## config.mk

```make
export PLATFORM = sky130hd
export DESIGN_NAME = tps_trap_priority_sequencer
export DESIGN_NICKNAME = d
export VERILOG_FILES = /design/src/tps_trap_priority_sequencer.v
export VERILOG_INCLUDE_DIRS = /design/src
export SDC_FILE = /design/constraint.sdc
export NUM_CORES = 1
export LEC_CHECK = 0
export CAP_MARGIN = 0
export CORE_ASPECT_RATIO = 2
export CORE_MARGIN = 3
export CORE_UTILIZATION = 45
export CTS_CLUSTER_SIZE = 20
export DETAILED_ROUTE_END_ITERATION = 8
export DONT_BUFFER_PORTS = 1
export GPL_ROUTABILITY_DRIVEN = 0
export GPL_TIMING_DRIVEN = 0
export PLACE_DENSITY = 0.64
export SLEW_MARGIN = 20
export SYNTH_ARGS = -nofsm -noshare
export SYNTH_HDL_FRONTEND = slang
export SYNTH_SLANG_ARGS = --single-unit
```

## constraint.sdc

```tcl
create_clock -name ref_clk_i -period 3.4 [get_ports ref_clk_i]
set_input_delay 0.34 -clock ref_clk_i [delete_from_list [all_inputs] [get_ports ref_clk_i]]
set_output_delay 0.34 -clock ref_clk_i [all_outputs]
set_load 0.05 [all_outputs]
```

## src/tps_consts.vh

```
/*
  constants for the trap priority sequencer: register offsets, field
  positions, reset values and vector numbers.
  assumes inclusion by bare name from tps_trap_priority_sequencer.v.
*/
`ifndef TPS_CONSTS_VH
`define TPS_CONSTS_VH

// ------------------------------------------------------------
// register byte offsets
// ------------------------------------------------------------
`define TPS_OFS_VEC_BASE   4'h0
`define TPS_OFS_STATUS     4'h4
`define TPS_OFS_FLAG_CLR   4'h8
`define TPS_OFS_LAST_PC    4'hC

// ------------------------------------------------------------
// field positions and reset values
// ------------------------------------------------------------
`define TPS_ST_TIMER_BIT   0
`define TPS_ST_TRACE_BIT   1
`define TPS_ST_SENSE0_BIT  2
`define TPS_ST_SENSE2_BIT  3
`define TPS_ST_VEC_LSB     8
`define TPS_ST_VEC_MSB     15
`define TPS_VEC_BASE_RST   32'h00000000
`define TPS_VEC_FIELD_LSB  2
`define TPS_VEC_FIELD_MSB  9

// ------------------------------------------------------------
// vector numbers
// ------------------------------------------------------------
`define TPS_V_ILLEGAL      8'h00
`define TPS_V_UNALIGNED    8'h01
`define TPS_V_OUT_RANGE    8'h02
`define TPS_V_PROTECT      8'h05
`define TPS_V_UNSUP_PERIPH 8'h06
`define TPS_V_USER_IMISS   8'h08
`define TPS_V_USER_DMISS   8'h09
`define TPS_V_SUP_IMISS    8'h0A
`define TPS_V_SUP_DMISS    8'h0B
`define TPS_V_TIMER        8'h0E
`define TPS_V_TRACE        8'h0F
`define TPS_V_EXT0         8'h10
`define TPS_V_EXT2         8'h12
`define TPS_V_PERIPH       8'h13
`define TPS_V_FP_EXC       8'h16
`define TPS_V_EMU_FIRST    8'h35
`define TPS_V_EMU_LAST     8'h3F
`define TPS_V_SW_FIRST     8'h40

`endif

```

## src/tps_trap_priority_sequencer.v

```verilog
/*
  trap priority sequencer: resolves pending interrupts and traps by a fixed
  nine-level order, picks the 8-bit vector, the vector table address and the
  resume pc, with a classic wishbone register slave.
  assumes: instruction trap inputs are same-clock pulses from the pipeline,
  external request lines are asynchronous pins.
*/
// Chosen here: the placing of the registers and the Wishbone register port.
// What this block does
// - emulation traps use vectors 53 to 63
// - assert and emulate take instruction-supplied vector
// - withdrawn external request vectors as illegal opcode
// - hardware never raises floating-point exception trap
// - protection violation for user and supervisor ops
// - highest priority first, others stay pending
// - levels eight and nine are never latched
// - timer and trace flags pend until taken/cleared
// - top-level traps taken at once, lost on reset
// - unaligned trap regenerated on channel restart
// - instruction traps save current or next pc
// - async events save first unexecuted address
// - level one: data misses, unsupported peripheral
// - level two traps save next; unaligned captures
// - ext zero, ext two, peripheral, timer, trace
// - levels eight, nine save current, no capture
// - tracing and breakpoints, no status output pins
// - vector number fills bits nine to two
// - every taken event has eight-bit vector
// - unsupported peripheral access raises vector six
`timescale 1ns/1ps
`include "tps_consts.vh"
`default_nettype none

module tps_trap_priority_sequencer (
  input  wire        ref_clk_i,
  input  wire        rst_b_i,
  input  wire        core_reset_i,
  input  wire [31:0] curr_pc_i,
  input  wire [31:0] next_pc_i,
  input  wire        async_take_ok_i,
  input  wire        user_dmiss_i,
  input  wire        sup_dmiss_i,
  input  wire        unsup_periph_i,
  input  wire        unaligned_i,
  input  wire        chan_restart_unaligned_i,
  input  wire        out_of_range_i,
  input  wire        assert_trap_i,
  input  wire        emulate_trap_i,
  input  wire [7:0]  instr_vector_i,
  input  wire        emu_op_trap_i,
  input  wire [3:0]  emu_op_index_i,
  input  wire        ext_irq_line_zero_i,
  input  wire        ext_irq_line_two_i,
  input  wire        periph_irq_i,
  input  wire        timer_set_i,
  input  wire        trace_set_i,
  input  wire        breakpoint_i,
  input  wire        user_imiss_i,
  input  wire        sup_imiss_i,
  input  wire        illegal_op_i,
  input  wire        user_bad_op_i,
  input  wire        sup_virt_op_i,
  input  wire        wb_cyc_i,
  input  wire        wb_stb_i,
  input  wire        wb_we_i,
  input  wire [3:0]  wb_adr_i,
  input  wire [3:0]  wb_sel_i,
  input  wire [31:0] wb_dat_i,
  output reg  [31:0] wb_dat_o,
  output reg         wb_ack_o,
  output reg         take_o,
  output reg  [7:0]  vector_o,
  output reg  [31:0] vector_addr_o,
  output reg  [31:0] saved_resume_pc_o,
  output reg         capture_channel_o,
  output reg         ext_irq_ack_zero_o,
  output reg         ext_irq_ack_two_o,
  output reg         periph_irq_ack_o
);

  // ------------------------------------------------------------
  // functions
  // ------------------------------------------------------------
  function [7:0] emu_vector;
    input [3:0] idx;
    reg   [7:0] v;
    begin
      v = `TPS_V_EMU_FIRST + {4'h0, idx};
      if (idx > 4'hA) begin
        v = `TPS_V_EMU_LAST;
      end
      emu_vector = v;
    end
  endfunction

  function [31:0] byte_merge;
    input [31:0] old_v;
    input [31:0] new_v;
    input [3:0]  sel;
    integer      k;
    begin
      byte_merge = old_v;
      for (k = 0; k < 4; k = k + 1) begin
        if (sel[k]) begin
          byte_merge[k*8 +: 8] = new_v[k*8 +: 8];
        end
      end
    end
  endfunction

  // ------------------------------------------------------------
  // pin synchronisers
  // ------------------------------------------------------------
  reg [1:0] ext0_sync_reg;
  reg [1:0] ext2_sync_reg;
  reg [1:0] ext_blank_reg;
  wire      ext0_lvl = ext0_sync_reg[1];
  wire      ext2_lvl = ext2_sync_reg[1];
  wire      ext0_new = ext0_lvl & ~ext_irq_ack_zero_o & ~ext_blank_reg[0];
  wire      ext2_new = ext2_lvl & ~ext_irq_ack_two_o & ~ext_blank_reg[1];

  always @(posedge ref_clk_i or negedge rst_b_i) begin
    if (!rst_b_i) begin
      ext0_sync_reg <= 2'h0;
      ext2_sync_reg <= 2'h0;
      ext_blank_reg <= 2'h0;
    end else begin
      ext_blank_reg <= {ext_irq_ack_two_o, ext_irq_ack_zero_o};
      ext0_sync_reg <= {ext0_sync_reg[0], ext_irq_line_zero_i};
      ext2_sync_reg <= {ext2_sync_reg[0], ext_irq_line_two_i};
    end
  end

  // ------------------------------------------------------------
  // registers and held state
  // ------------------------------------------------------------
  reg  [31:0] vec_base_reg;
  reg         timer_flag_reg;
  reg         timer_flag_next;
  reg         trace_flag_pending_reg;
  reg         trace_flag_next;
  reg         sense0_reg;
  reg         sense0_next;
  reg         sense2_reg;
  reg         sense2_next;

  wire wb_req   = wb_cyc_i & wb_stb_i & ~wb_ack_o;
  wire wb_wr    = wb_req & wb_we_i;
  wire clr_wr   = wb_wr & (wb_adr_i == `TPS_OFS_FLAG_CLR);
  wire clr_tmr  = clr_wr & wb_sel_i[0] & wb_dat_i[`TPS_ST_TIMER_BIT];
  wire clr_trc  = clr_wr & wb_sel_i[0] & wb_dat_i[`TPS_ST_TRACE_BIT];

  // ------------------------------------------------------------
  // priority resolution
  // ------------------------------------------------------------
  reg        sel_take;
  reg [7:0]  sel_vec;
  reg        sel_next;
  reg        sel_capture;
  reg        take_ext0;
  reg        take_ext2;
  reg        take_periph;
  reg        take_timer;
  reg        take_trace;

  always @* begin
    sel_take    = 1'b1;
    sel_vec     = `TPS_V_ILLEGAL;
    sel_next    = 1'b1;
    sel_capture = 1'b0;
    take_ext0   = 1'b0;
    take_ext2   = 1'b0;
    take_periph = 1'b0;
    take_timer  = 1'b0;
    take_trace  = 1'b0;
    // the floating-point exception vector is left to emulation software
    if (user_dmiss_i) begin
      sel_vec     = `TPS_V_USER_DMISS;
      sel_capture = 1'b1;
    end else if (sup_dmiss_i) begin
      sel_vec     = `TPS_V_SUP_DMISS;
      sel_capture = 1'b1;
    end else if (unsup_periph_i) begin
      sel_vec     = `TPS_V_UNSUP_PERIPH;
      sel_capture = 1'b1;
    end else if (unaligned_i | chan_restart_unaligned_i) begin
      sel_vec     = `TPS_V_UNALIGNED;
      sel_capture = 1'b1;
    end else if (out_of_range_i) begin
      sel_vec     = `TPS_V_OUT_RANGE;
    end else if (assert_trap_i | emulate_trap_i) begin
      sel_vec     = instr_vector_i;
    end else if (emu_op_trap_i) begin
      sel_vec     = emu_vector(emu_op_index_i);
    end else if (async_take_ok_i & sense0_reg) begin
      take_ext0   = 1'b1;
      sel_vec     = ext0_lvl ? `TPS_V_EXT0 : `TPS_V_ILLEGAL;
    end else if (async_take_ok_i & sense2_reg) begin
      take_ext2   = 1'b1;
      sel_vec     = ext2_lvl ? `TPS_V_EXT2 : `TPS_V_ILLEGAL;
    end else if (async_take_ok_i & periph_irq_i) begin
      take_periph = 1'b1;
      sel_vec     = `TPS_V_PERIPH;
    end else if (async_take_ok_i & timer_flag_reg) begin
      take_timer  = 1'b1;
      sel_vec     = `TPS_V_TIMER;
    end else if (async_take_ok_i & trace_flag_pending_reg) begin
      take_trace  = 1'b1;
      sel_vec     = `TPS_V_TRACE;
    end else if (user_imiss_i) begin
      sel_vec     = `TPS_V_USER_IMISS;
      sel_next    = 1'b0;
    end else if (sup_imiss_i) begin
      sel_vec     = `TPS_V_SUP_IMISS;
      sel_next    = 1'b0;
    end else if (illegal_op_i) begin
      sel_vec     = `TPS_V_ILLEGAL;
      sel_next    = 1'b0;
    end else if (user_bad_op_i | sup_virt_op_i) begin
      sel_vec     = `TPS_V_PROTECT;
      sel_next    = 1'b0;
    end else begin
      sel_take    = 1'b0;
    end
    // lower instruction traps not chosen are simply not latched and recur
    if (core_reset_i) begin
      sel_take    = 1'b0;
      take_ext0   = 1'b0;
      take_ext2   = 1'b0;
      take_periph = 1'b0;
      take_timer  = 1'b0;
      take_trace  = 1'b0;
    end
  end

  // ------------------------------------------------------------
  // pending flags
  // ------------------------------------------------------------
  always @* begin
    timer_flag_next = timer_flag_reg;
    if (take_timer | clr_tmr) begin
      timer_flag_next = 1'b0;
    end
    if (timer_set_i) begin
      timer_flag_next = 1'b1;
    end
    trace_flag_next = trace_flag_pending_reg;
    if (take_trace | clr_trc) begin
      trace_flag_next = 1'b0;
    end
    if (trace_set_i | breakpoint_i) begin
      trace_flag_next = 1'b1;
    end
    // a sensed request stays sensed until taken or core reset, then re-sampled
    sense0_next = take_ext0 ? 1'b0 : (sense0_reg | ext0_new);
    sense2_next = take_ext2 ? 1'b0 : (sense2_reg | ext2_new);
    if (core_reset_i) begin
      sense0_next = 1'b0;
      sense2_next = 1'b0;
    end
  end

  always @(posedge ref_clk_i or negedge rst_b_i) begin
    if (!rst_b_i) begin
      timer_flag_reg         <= 1'b0;
      trace_flag_pending_reg <= 1'b0;
      sense0_reg             <= 1'b0;
      sense2_reg             <= 1'b0;
    end else begin
      timer_flag_reg         <= timer_flag_next;
      trace_flag_pending_reg <= trace_flag_next;
      sense0_reg             <= sense0_next;
      sense2_reg             <= sense2_next;
    end
  end

  // ------------------------------------------------------------
  // taken event outputs
  // ------------------------------------------------------------
  always @(posedge ref_clk_i or negedge rst_b_i) begin
    if (!rst_b_i) begin
      take_o             <= 1'b0;
      vector_o           <= 8'h00;
      vector_addr_o      <= 32'h00000000;
      saved_resume_pc_o  <= 32'h00000000;
      capture_channel_o  <= 1'b0;
      ext_irq_ack_zero_o <= 1'b0;
      ext_irq_ack_two_o  <= 1'b0;
      periph_irq_ack_o   <= 1'b0;
    end else begin
      take_o             <= sel_take;
      capture_channel_o  <= sel_take & sel_capture;
      ext_irq_ack_zero_o <= take_ext0;
      ext_irq_ack_two_o  <= take_ext2;
      periph_irq_ack_o   <= take_periph;
      if (sel_take) begin
        vector_o          <= sel_vec;
        vector_addr_o     <= {vec_base_reg[31:10], sel_vec, 2'h0};
        saved_resume_pc_o <= sel_next ? next_pc_i : curr_pc_i;
      end
    end
  end

  // ------------------------------------------------------------
  // wishbone slave
  // ------------------------------------------------------------
  always @(posedge ref_clk_i or negedge rst_b_i) begin
    if (!rst_b_i) begin
      vec_base_reg <= `TPS_VEC_BASE_RST;
      wb_ack_o     <= 1'b0;
      wb_dat_o     <= 32'h00000000;
    end else begin
      wb_ack_o <= wb_req;
      wb_dat_o <= 32'h00000000;
      if (wb_wr & (wb_adr_i == `TPS_OFS_VEC_BASE)) begin
        vec_base_reg <= byte_merge(vec_base_reg, wb_dat_i, wb_sel_i) & 32'hFFFFFC00;
      end
      if (wb_req & ~wb_we_i) begin
        case (wb_adr_i)
          `TPS_OFS_VEC_BASE: begin
            wb_dat_o <= vec_base_reg;
          end
          `TPS_OFS_STATUS: begin
            wb_dat_o <= {16'h0000, vector_o, 4'h0, sense2_reg, sense0_reg,
                         trace_flag_pending_reg, timer_flag_reg};
          end
          `TPS_OFS_LAST_PC: begin
            wb_dat_o <= saved_resume_pc_o;
          end
          default: begin
            wb_dat_o <= 32'h00000000;
          end
        endcase
      end
    end
  end

endmodule

`default_nettype wire

```

==> Word-level counts from Yosys, hierarchy flattened <==
Index checks and enable logic that the tools add are counted.
{ "word_totals": {"regBits": 140, "latchBits": 0, "ram_bits": 0, "rom_bits": 0, "wordCells": 186, "mem_count": 0} }
{ "classes": {"addsub": 1, "mul": 0, "n_div": 0, "order_cmp": 1, "eq_ne": 3, "n_shift": 0, "mux": 122, "bitwise": 33, "reduce_logical": 6} }
{ "op_table": {"columns": ["cell", "n"], "rows": [
  ["1-bit 2-to-1 mux", 100],
  ["32-bit one-hot mux with 3 select lines", 1],
  ["32-bit 2-to-1 mux", 2],
  ["8-bit 2-to-1 mux", 7],
  ["5-bit 2-to-1 mux", 5],
  ["1-bit AND", 19],
  ["4-bit 2-to-1 mux", 4],
  ["4-bit equality test, second input constant", 2],
  ["1-bit bitwise OR", 8],
  ["6-bit by 4-bit adder with 7-bit output, first input constant", 1],
  ["7-bit 2-to-1 mux", 1],
  ["3-bit 2-to-1 mux", 2],
  ["1-bit NOT", 6],
  ["2-bit AND reduction", 3],
  ["4-bit by 3-bit equality test with 1-bit output, second input constant", 1],
  ["4-bit > comparator, second input constant", 1],
  ["4-bit logical NOT", 1],
  ["2-bit nonzero test", 2]
]} }

==> Logic depth before layout (Yosys ltp) <==
Gate-level depths: netlist of run 1.
{ "depth": {"depth_word": 19, "ltp_mapped": 10} }

==> Worst setup path before layout of run 1 <==
Ideal clock, no wire load.
{ "synth_timing": {"path_kind": "input port to flip-flop", "startpoint": "input chan_restart_unaligned_i", "endpoint": "register vector_addr_o[12]", "setup_time_ns": 0.118, "t_arrival_ns": 1.912, "required_ns": 3.282, "slack_ns": 1.370, "stages": 9, "cell_sequence": "or4_4 -> nor4_4 -> a41o_1 -> buf_2 -> inv_2 -> buf_2 -> buf_6 -> nand2_1 -> nand2_1"} }
{ "synth_via": {"elab_chain_len": 6} }
{ "synth_lines": {"columns": ["item", "line_no", "text"], "rows": [
  ["from (decl)", "tps_trap_priority_sequencer.v:45", "input wire chan_restart_unaligned_i,"],
  ["1-bit bitwise OR", "tps_trap_priority_sequencer.v:186", "end else if (unaligned_i | chan_restart_unaligned_i) begin"],
  ["1-bit 2-to-1 mux", "tps_trap_priority_sequencer.v:186", null],
  ["1-bit 2-to-1 mux", "tps_trap_priority_sequencer.v:183", "end else if (unsup_periph_i) begin"],
  ["1-bit 2-to-1 mux", "tps_trap_priority_sequencer.v:180", "end else if (sup_dmiss_i) begin"],
  ["1-bit 2-to-1 mux", "tps_trap_priority_sequencer.v:177", "if (user_dmiss_i) begin"],
  ["1-bit 2-to-1 mux", "tps_trap_priority_sequencer.v:226", "if (core_reset_i) begin"],
  ["to (signal assigned)", "tps_trap_priority_sequencer.v:298", "vector_addr_o <= {vec_base_reg[31:10], sel_vec, 2'h0};"],
  ["to (decl)", "tps_trap_priority_sequencer.v:73", "output reg [31:0] vector_addr_o,"]
]} }
No other way between the ends.
A chain may end at the register's enable or synchronous reset.

==> Worst setup path in the final report of run 1 <==
{ "layout_timing": {"startpoint": "register wb_ack_o", "endpoint": "register vec_base_reg[24]"} }
{ "layout_via": {"elab_chain_len": 5} }
{ "layout_lines": {"columns": ["item", "line_no", "text"], "rows": [
  ["from (decl)", "tps_trap_priority_sequencer.v:70", "output reg wb_ack_o,"],
  ["from (signal assigned)", "tps_trap_priority_sequencer.v:313", "wb_ack_o <= wb_req;"],
  ["1-bit NOT", "tps_trap_priority_sequencer.v:147", "wire wb_req = wb_cyc_i & wb_stb_i & ~wb_ack_o;"],
  ["1-bit AND", "tps_trap_priority_sequencer.v:147", null],
  ["net wb_req", "tps_trap_priority_sequencer.v:147", null],
  ["1-bit AND", "tps_trap_priority_sequencer.v:148", "wire wb_wr = wb_req & wb_we_i;"],
  ["1-bit AND", "tps_trap_priority_sequencer.v:315", "if (wb_wr & (wb_adr_i == `TPS_OFS_VEC_BASE)) begin"],
  ["2-bit AND reduction (no source line)", null, null],
  ["to (signal assigned)", "tps_trap_priority_sequencer.v:309", "vec_base_reg <= `TPS_VEC_BASE_RST;"],
  ["to (signal assigned)", "tps_trap_priority_sequencer.v:316", "vec_base_reg <= byte_merge(vec_base_reg, wb_dat_i, wb_sel_i) & 32'hFFFFFC00;"],
  ["to (decl)", "tps_trap_priority_sequencer.v:137", "reg [31:0] vec_base_reg;"]
]} }
The timed path passes the listed nets, and every way through them passes these cells.

==> results of run 1 <==
## worst paths after layout
check                            startpoint              endpoint  cells after the start  slack (ns)
max                                wb_ack_o      vec_base_reg[24]                      6        0.76
min                            user_dmiss_i           vector_o[1]                      1        0.03
max reg2reg                        wb_ack_o      vec_base_reg[24]                      6        0.76
min reg2reg                ext2_sync_reg[0]      ext2_sync_reg[1]                      0        0.35
max in group asynchronous           rst_b_i  saved_resume_pc_o[3]                      2        2.31
min in group asynchronous           rst_b_i          wb_dat_o[17]                      2        0.52
## report_power, final
group	switching, mW	internal (mW)
Combinational	0.171	0.100
Clock	0.712	1.04
Sequential	0.297	1.65
## cells by family (layout without fill, tap and decap cells)
group / count (synthesis) / count (layout) / synth area share (%)
buffers and inverters: 48 / 85 / 4.33
AO/OA/AOI/OAI: 105 / 105 / 11.2
flip-flops: 132 / 132 / 56.6
multiplexers: 61 / 61 / 10.9
AND/OR/NAND/NOR: 211 / 211 / 16.4
other: 1 / 2 / 0.0643
adder cells (fa/ha/maj): 2 / 2 / 0.429
## metrics by stage
stage / cell area [µm²] / hold WS (ns) / setup slack, ns / std cells / util (%)
after floorplan: 5840 / 0.0444 / 1.37 / 561 / -
after detailed placement: 6030 / 0.0477 / 0.725 / 711 / 47.8
after global placement: 6030 / 0.0480 / 0.755 / 711 / 47.7
after global routing: 6670 / 0.0153 / 0.604 / 748 / 52.8
final: 6670 / 0.0320 / 0.760 / 748 / 52.8
after CTS: 6630 / -0.388 / 0.706 / 746 / 52.5
## final cells by class
| type | count | area (µm²) |
|---|---|---|
| buffer | 43 | 234 |
| clock buffer | 19 | 443 |
| clock inverter | 13 | 126 |
| fill | 1171 | 5960 |
| inverter | 5 | 18.8 |
| multi-input combinational | 381 | 2290 |
| sequential | 132 | 3300 |
| tap | 150 | 188 |
| timing repair buffer | 5 | 67.6 |
## critical path, cell delays in order, from the launching register on
cell	delay [ns]
dfrtp_1	0.55
and3b_1	0.28
clkbuf_1	0.19
nand3_1	0.14
nor3_1	0.55
nand2_1	0.42
mux2_2	0.38
## layout by cell type (no fill, tap or decap), types with 15 or more instances in the layout
| master | netlist | routed |
|---|---|---|
| mux2_2 | 22 | 22 |
| o21ai_0 | 45 | 45 |
| a22oi_1 | 22 | 22 |
| clkbuf_16 | 0 | 17 |
| mux2i_1 | 39 | 39 |
| nand2_1 | 119 | 119 |
| dfrtp_1 | 132 | 132 |
| clkbuf_1 | 20 | 21 |
| buf_4 | 15 | 15 |
| nor2_1 | 45 | 45 |
## metal layers
metal  up-vias  part of all wire, %  GRT usage [%]
li1       1980                    -              -
met1      2130                   33           24.2
met2       213                   55           42.2
met3        44                  8.1           7.72
met4         0                  3.7           10.7
met5         -                    0              0
## timing repair
action                                 4_1_cts  5_1_grt
gates resized for setup                      0        0
endpoints found under the hold margin      136      132
setup buffers                                0        0
hold buffers                                 3        2
==> qor.txt, run 1 <==
final WL: 16800 µm
dpl hpwl: 12700 µm
TritonRoute pass-1 iters: 4
prevailing post-synth register cell: dfrtp_1
Die Y-Extent: 167 µm
diodes inserted: 0
minimum clock period: 2.64 ns
Starting Density: 46.2%
Via density: 5.84
startpoint type of the worst setup path: flop
die width: 86.5 µm
Fin. Hold Viols: 0
fraction of registers with async set/reset: 100%
Max FO, Critical Path: 8
Warnings, synthesis: 0
P_leak: 3.26 nW
Clock Skews: 0.00944 ns
Max Freq: 379 MHz
Core ar.: 0.0126 mm²
synthesized area: 0.00583 mm²
area grow syn2layout: 14.3%
Top Registers: saved_resume_pc_o (32), wb_dat_o (32), vector_addr_o (23)
cells after synthesis: 560
Post-synth EDFFs: 0
largest net degree at the start of global routing: 133
status: finished clean
top-count cell post-synth: dfrtp_1
RSZ-0062 raised after global routing: false
I/O Buffers: 0
Worst-Skew Late Latency: 0.41 ns
Critical Path AT: 2.92 ns
layout cells sized above 1: 14.2%
clock edge transition at the registers on the reported setup and hold paths: 0.06 ns
Data required, critical path: 3.68 ns
Syn Area/Cell: 10.4 µm²
Overflow after GRT: 0
Detailed Route Iter0 Violations: 188
commonest cells in the synthesized netlist: dfrtp_1, nand2_1, nor2_1, o21ai_0, mux2i_1
first-pass GRT wire length: 25700 µm
PD cells: 595 mW/mm²
Max-Slew Margin vs Limit: 40.5%
die footprint: 0.0145 mm²
Final #Nets: 730
wire per inst: 22.5 µm
Root Buffer: clkbuf_16
final setup fails: 0
Vias: 4367
Unique masters post-synth: 51
Worst-Margin Slew: 0.885 ns
H-tree lvl count: 4
crit end category: flop
clk sinks: 132
hold crit path type: in2reg
initial antenna violation count: 0
Max VDD drop: 0.000377 V
CP Class: reg2reg
Area contributors post-synth: dfrtp_1, nand2_1, mux2i_1
max_cap viols: 0
Num CTS Buffers: 17
Core Rows: 58
sequential share of the synthesized area: 56.6%
I/O pin count: 253
vias in the first global route: 4532
PnR Total Power: 3.97 mW
CTS tree: yes
maximum clock path buffer count: 2
Residual DRC: 0
crit share post-route: 77.6%
antenna viol nets, final: 0
total track usage: 23.6%
post-synth top area share: 56.6%
max-slew violations: 0
Seq cells post-synth: 132
final setup TNS: 0 ns
cell taking the most area after synthesis: dfrtp_1
(Power assumes the default switching activity.)
==> run 2, diff against run 1 <==
==> constraint.sdc (replaced) <==
create_clock -name ref_clk_i -period 2.6 [get_ports ref_clk_i]
set_input_delay 0.26 -clock ref_clk_i [delete_from_list [all_inputs] [get_ports ref_clk_i]]
set_output_delay 0.26 -clock ref_clk_i [all_outputs]
set_load 0.05 [all_outputs]
==> run 2 against run 1 <==
Net effect: register-to-register slack got worse by 0.67 ns; maximum frequency is 5.3% higher; non-clock buffer count grew 26; die area unchanged; count of clock-buffer cells in the layout stayed put; combinational power rose by 28%; hold slack got worse by 0.49 ns; cell count up 3.5%; via count up 2.9%; power grew 31%; the flow now finishes with violations (negative hold slack); utilization is 2.0 points higher.
==> qor.txt, run 2 (synthesis gave the netlist of run 1 again) <==
status: finished, violations left
failing checks: negative hold slack
initial antenna violation count: 0 (unchanged)
diodes inserted: 0 (unchanged)
first-pass GRT wire length: 26200 µm (+2.0%)
Top Registers: saved_resume_pc_o (32), wb_dat_o (32), vector_addr_o (23)
Root Buffer: clkbuf_16
RSZ-0062 raised after global routing: false
crit end category: flop
I/O pin count: 253 (unchanged)
area grow syn2layout: 18.6%
Overflow after GRT: 0 (unchanged)
CP Class: reg2reg
startpoint type of the worst setup path: flop
slowest stage delay, CP: 0.46 ns (-0.09 ns)
final setup fails: 0 (unchanged)
total track usage: 24.0% (+0.40 points)
Vias: 4493 (+2.9%)
Via density: 5.80 (-0.57%)
CP top delay family: simple AND/OR/NAND/NOR gates
flop-to-flop setup slack: 0.09 ns (-0.67 ns)
critical path's slowest cell: nand4b_2
setup repair bufs after CTS: 0 (unchanged)
max-slew violations: 0 (unchanged)
layout cells sized above 1: 13.6% (-0.59 points)
Reg2Reg Depth: 6 (unchanged)
TritonRoute pass-1 iters: 5 (+1)
Critical R2R Launch: sense2_reg
Core Rows: 58 (unchanged)
P_leak: 3.36 nW (+3.1%)
Worst-Margin Slew: 0.917 ns (+0.0316 ns)
antenna viol nets, final: 0 (unchanged)
die width: 86.5 µm (unchanged)
max_cap viols: 0 (unchanged)
crit share post-route: 96.4% (+19 points)
Core ar.: 0.0126 mm² (unchanged)
Max FO, Critical Path: 10 (+2)
Crit path buffers/inverters: 1 (unchanged)
Max Freq: 399 MHz (+5.3%)
H-tree lvl count: 4 (unchanged)
Fill cells: 1152 (-1.6%)
pre-CTS WS: -0.0752 ns (-0.800 ns)
Final #Nets: 756 (+3.6%)
largest net degree at the start of global routing: 133 (unchanged)
post-route cell area: 0.00692 mm² (+3.7%)
dpl hpwl: 12700 µm (unchanged)
wire per inst: 22.1 µm (-1.7%)
vias in the first global route: 4714 (+4.0%)
Max-Slew Margin vs Limit: 38.4% (-2.1 points)
Cell Area, Placed: 0.00603 mm² (unchanged)
final worst slack: 0.0937 ns (-0.666 ns)
Num CTS Buffers: 17 (unchanged)
PnR Total Power: 5.18 mW (+31%)
hold crit path type: in2async
Worst-Skew Late Latency: 0.41 ns (about the same)
Residual DRC: 0 (unchanged)
leading cell type in the layout, fill and taps excluded: dfrtp_1
clock edge transition at the registers on the reported setup and hold paths: 0.06 ns (about the same)
Starting Density: 46.2% (unchanged)
Data required, critical path: 2.87 ns (-0.81 ns)
I/O Buffers: 0 (unchanged)
CTS tree: yes
maximum clock path buffer count: 2 (unchanged)
die footprint: 0.0145 mm² (unchanged)
Fin. Hold Viols: 132 (+132)
Reg-to-Reg End: saved_resume_pc_o[20]
final hold slack: -0.457 ns (-0.489 ns)
Critical Path AT: 2.77 ns (-0.15 ns)
final WL: 17100 µm (+1.8%)
most frequent cells in the layout: dfrtp_1, nand2_1, nor2_1, o21ai_0, mux2i_1
Die Y-Extent: 167 µm (unchanged)
PD cells: 750 mW/mm² (+26%)
crit-path cells: or3_1, a21oi_1, nand4b_2, buf_2, mux2i_1, o21ai_0
clk sinks: 132 (unchanged)
Max VDD drop: 0.000477 V (+27%)
Detailed Route Iter0 Violations: 194 (+3.2%)
minimum clock period: 2.51 ns (-0.134 ns)
Clock Skews: 0.00872 ns (-0.000717 ns)
==> run 2: cell types whose count changed in the layout (fill, tap and decap cells not counted), sizes merged <==
cell | previous run | this run
buf | 24 | 23
dlygate4sd3 | 4 | 31
==> run 2: worst max path at each step <==
stage | startpoint | end | slack [ns] | cells past startpoint
2_1_floorplan | chan_restart_unaligned_i | vector_addr_o[12] | 0.65 | 9
3_5_place_dp | wb_ack_o | vec_base_reg[26] | -0.08 | 6
5_1_grt | sense2_reg | saved_resume_pc_o[25] | 0.05 | 6
3_3_place_gp | wb_ack_o | vec_base_reg[24] | -0.04 | 6
4_1_cts | sense2_reg | saved_resume_pc_o[20] | 0.12 | 6
6_report | sense2_reg | saved_resume_pc_o[20] | 0.09 | 6
==> run 2: power breakdown <==
group | internal (mW) | total [mW] | switching (mW) | leakage, nW
Sequential | 2.16 | 2.55 | 0.390 | 1.74
Clock | 1.35 | 2.29 | 0.934 | 0.267
Combinational | 0.154 | 0.347 | 0.194 | 1.36
==> run 2: what timing repair did <==
item / in CTS / in global routing
endpoints found under the setup margin: 22 / 0
hold buffers: 29 / 2
gates resized for setup: 1 / 0
hold endpoints to repair: 161 / 134
==> run 2: metrics by stage <==
step / std cells / utilization, % / setup TNS, ns
6_report: 774 / 54.8 / 0
5_1_grt: 774 / 54.8 / 0
4_1_cts: 772 / 54.6 / 0
3_5_place_dp: 711 / 47.8 / -1.06
3_3_place_gp: 711 / 47.7 / -0.678
2_1_floorplan: 561 / - / 0
==> run 2: layout make-up <==
cell class,instances,area [µm²],share of cell area (%)
buffer,43,234,3.38
tap,150,188,2.71
inverter,5,18.8,0.271
clock inverter,13,126,1.83
timing repair buffer,31,310,4.49
multi-input combinational,381,2290,33.2
sequential,132,3300,47.8
clock buffer,19,443,6.40
==> run 2: per-layer routing <==
metal	track usage (%)	up-vias	wire length, µm
met2	42.9	232	9460
met5	0	-	0
met1	24.8	2184	5720
met4	11.0	0	619
li1	-	2035	-
met3	7.43	42	1310
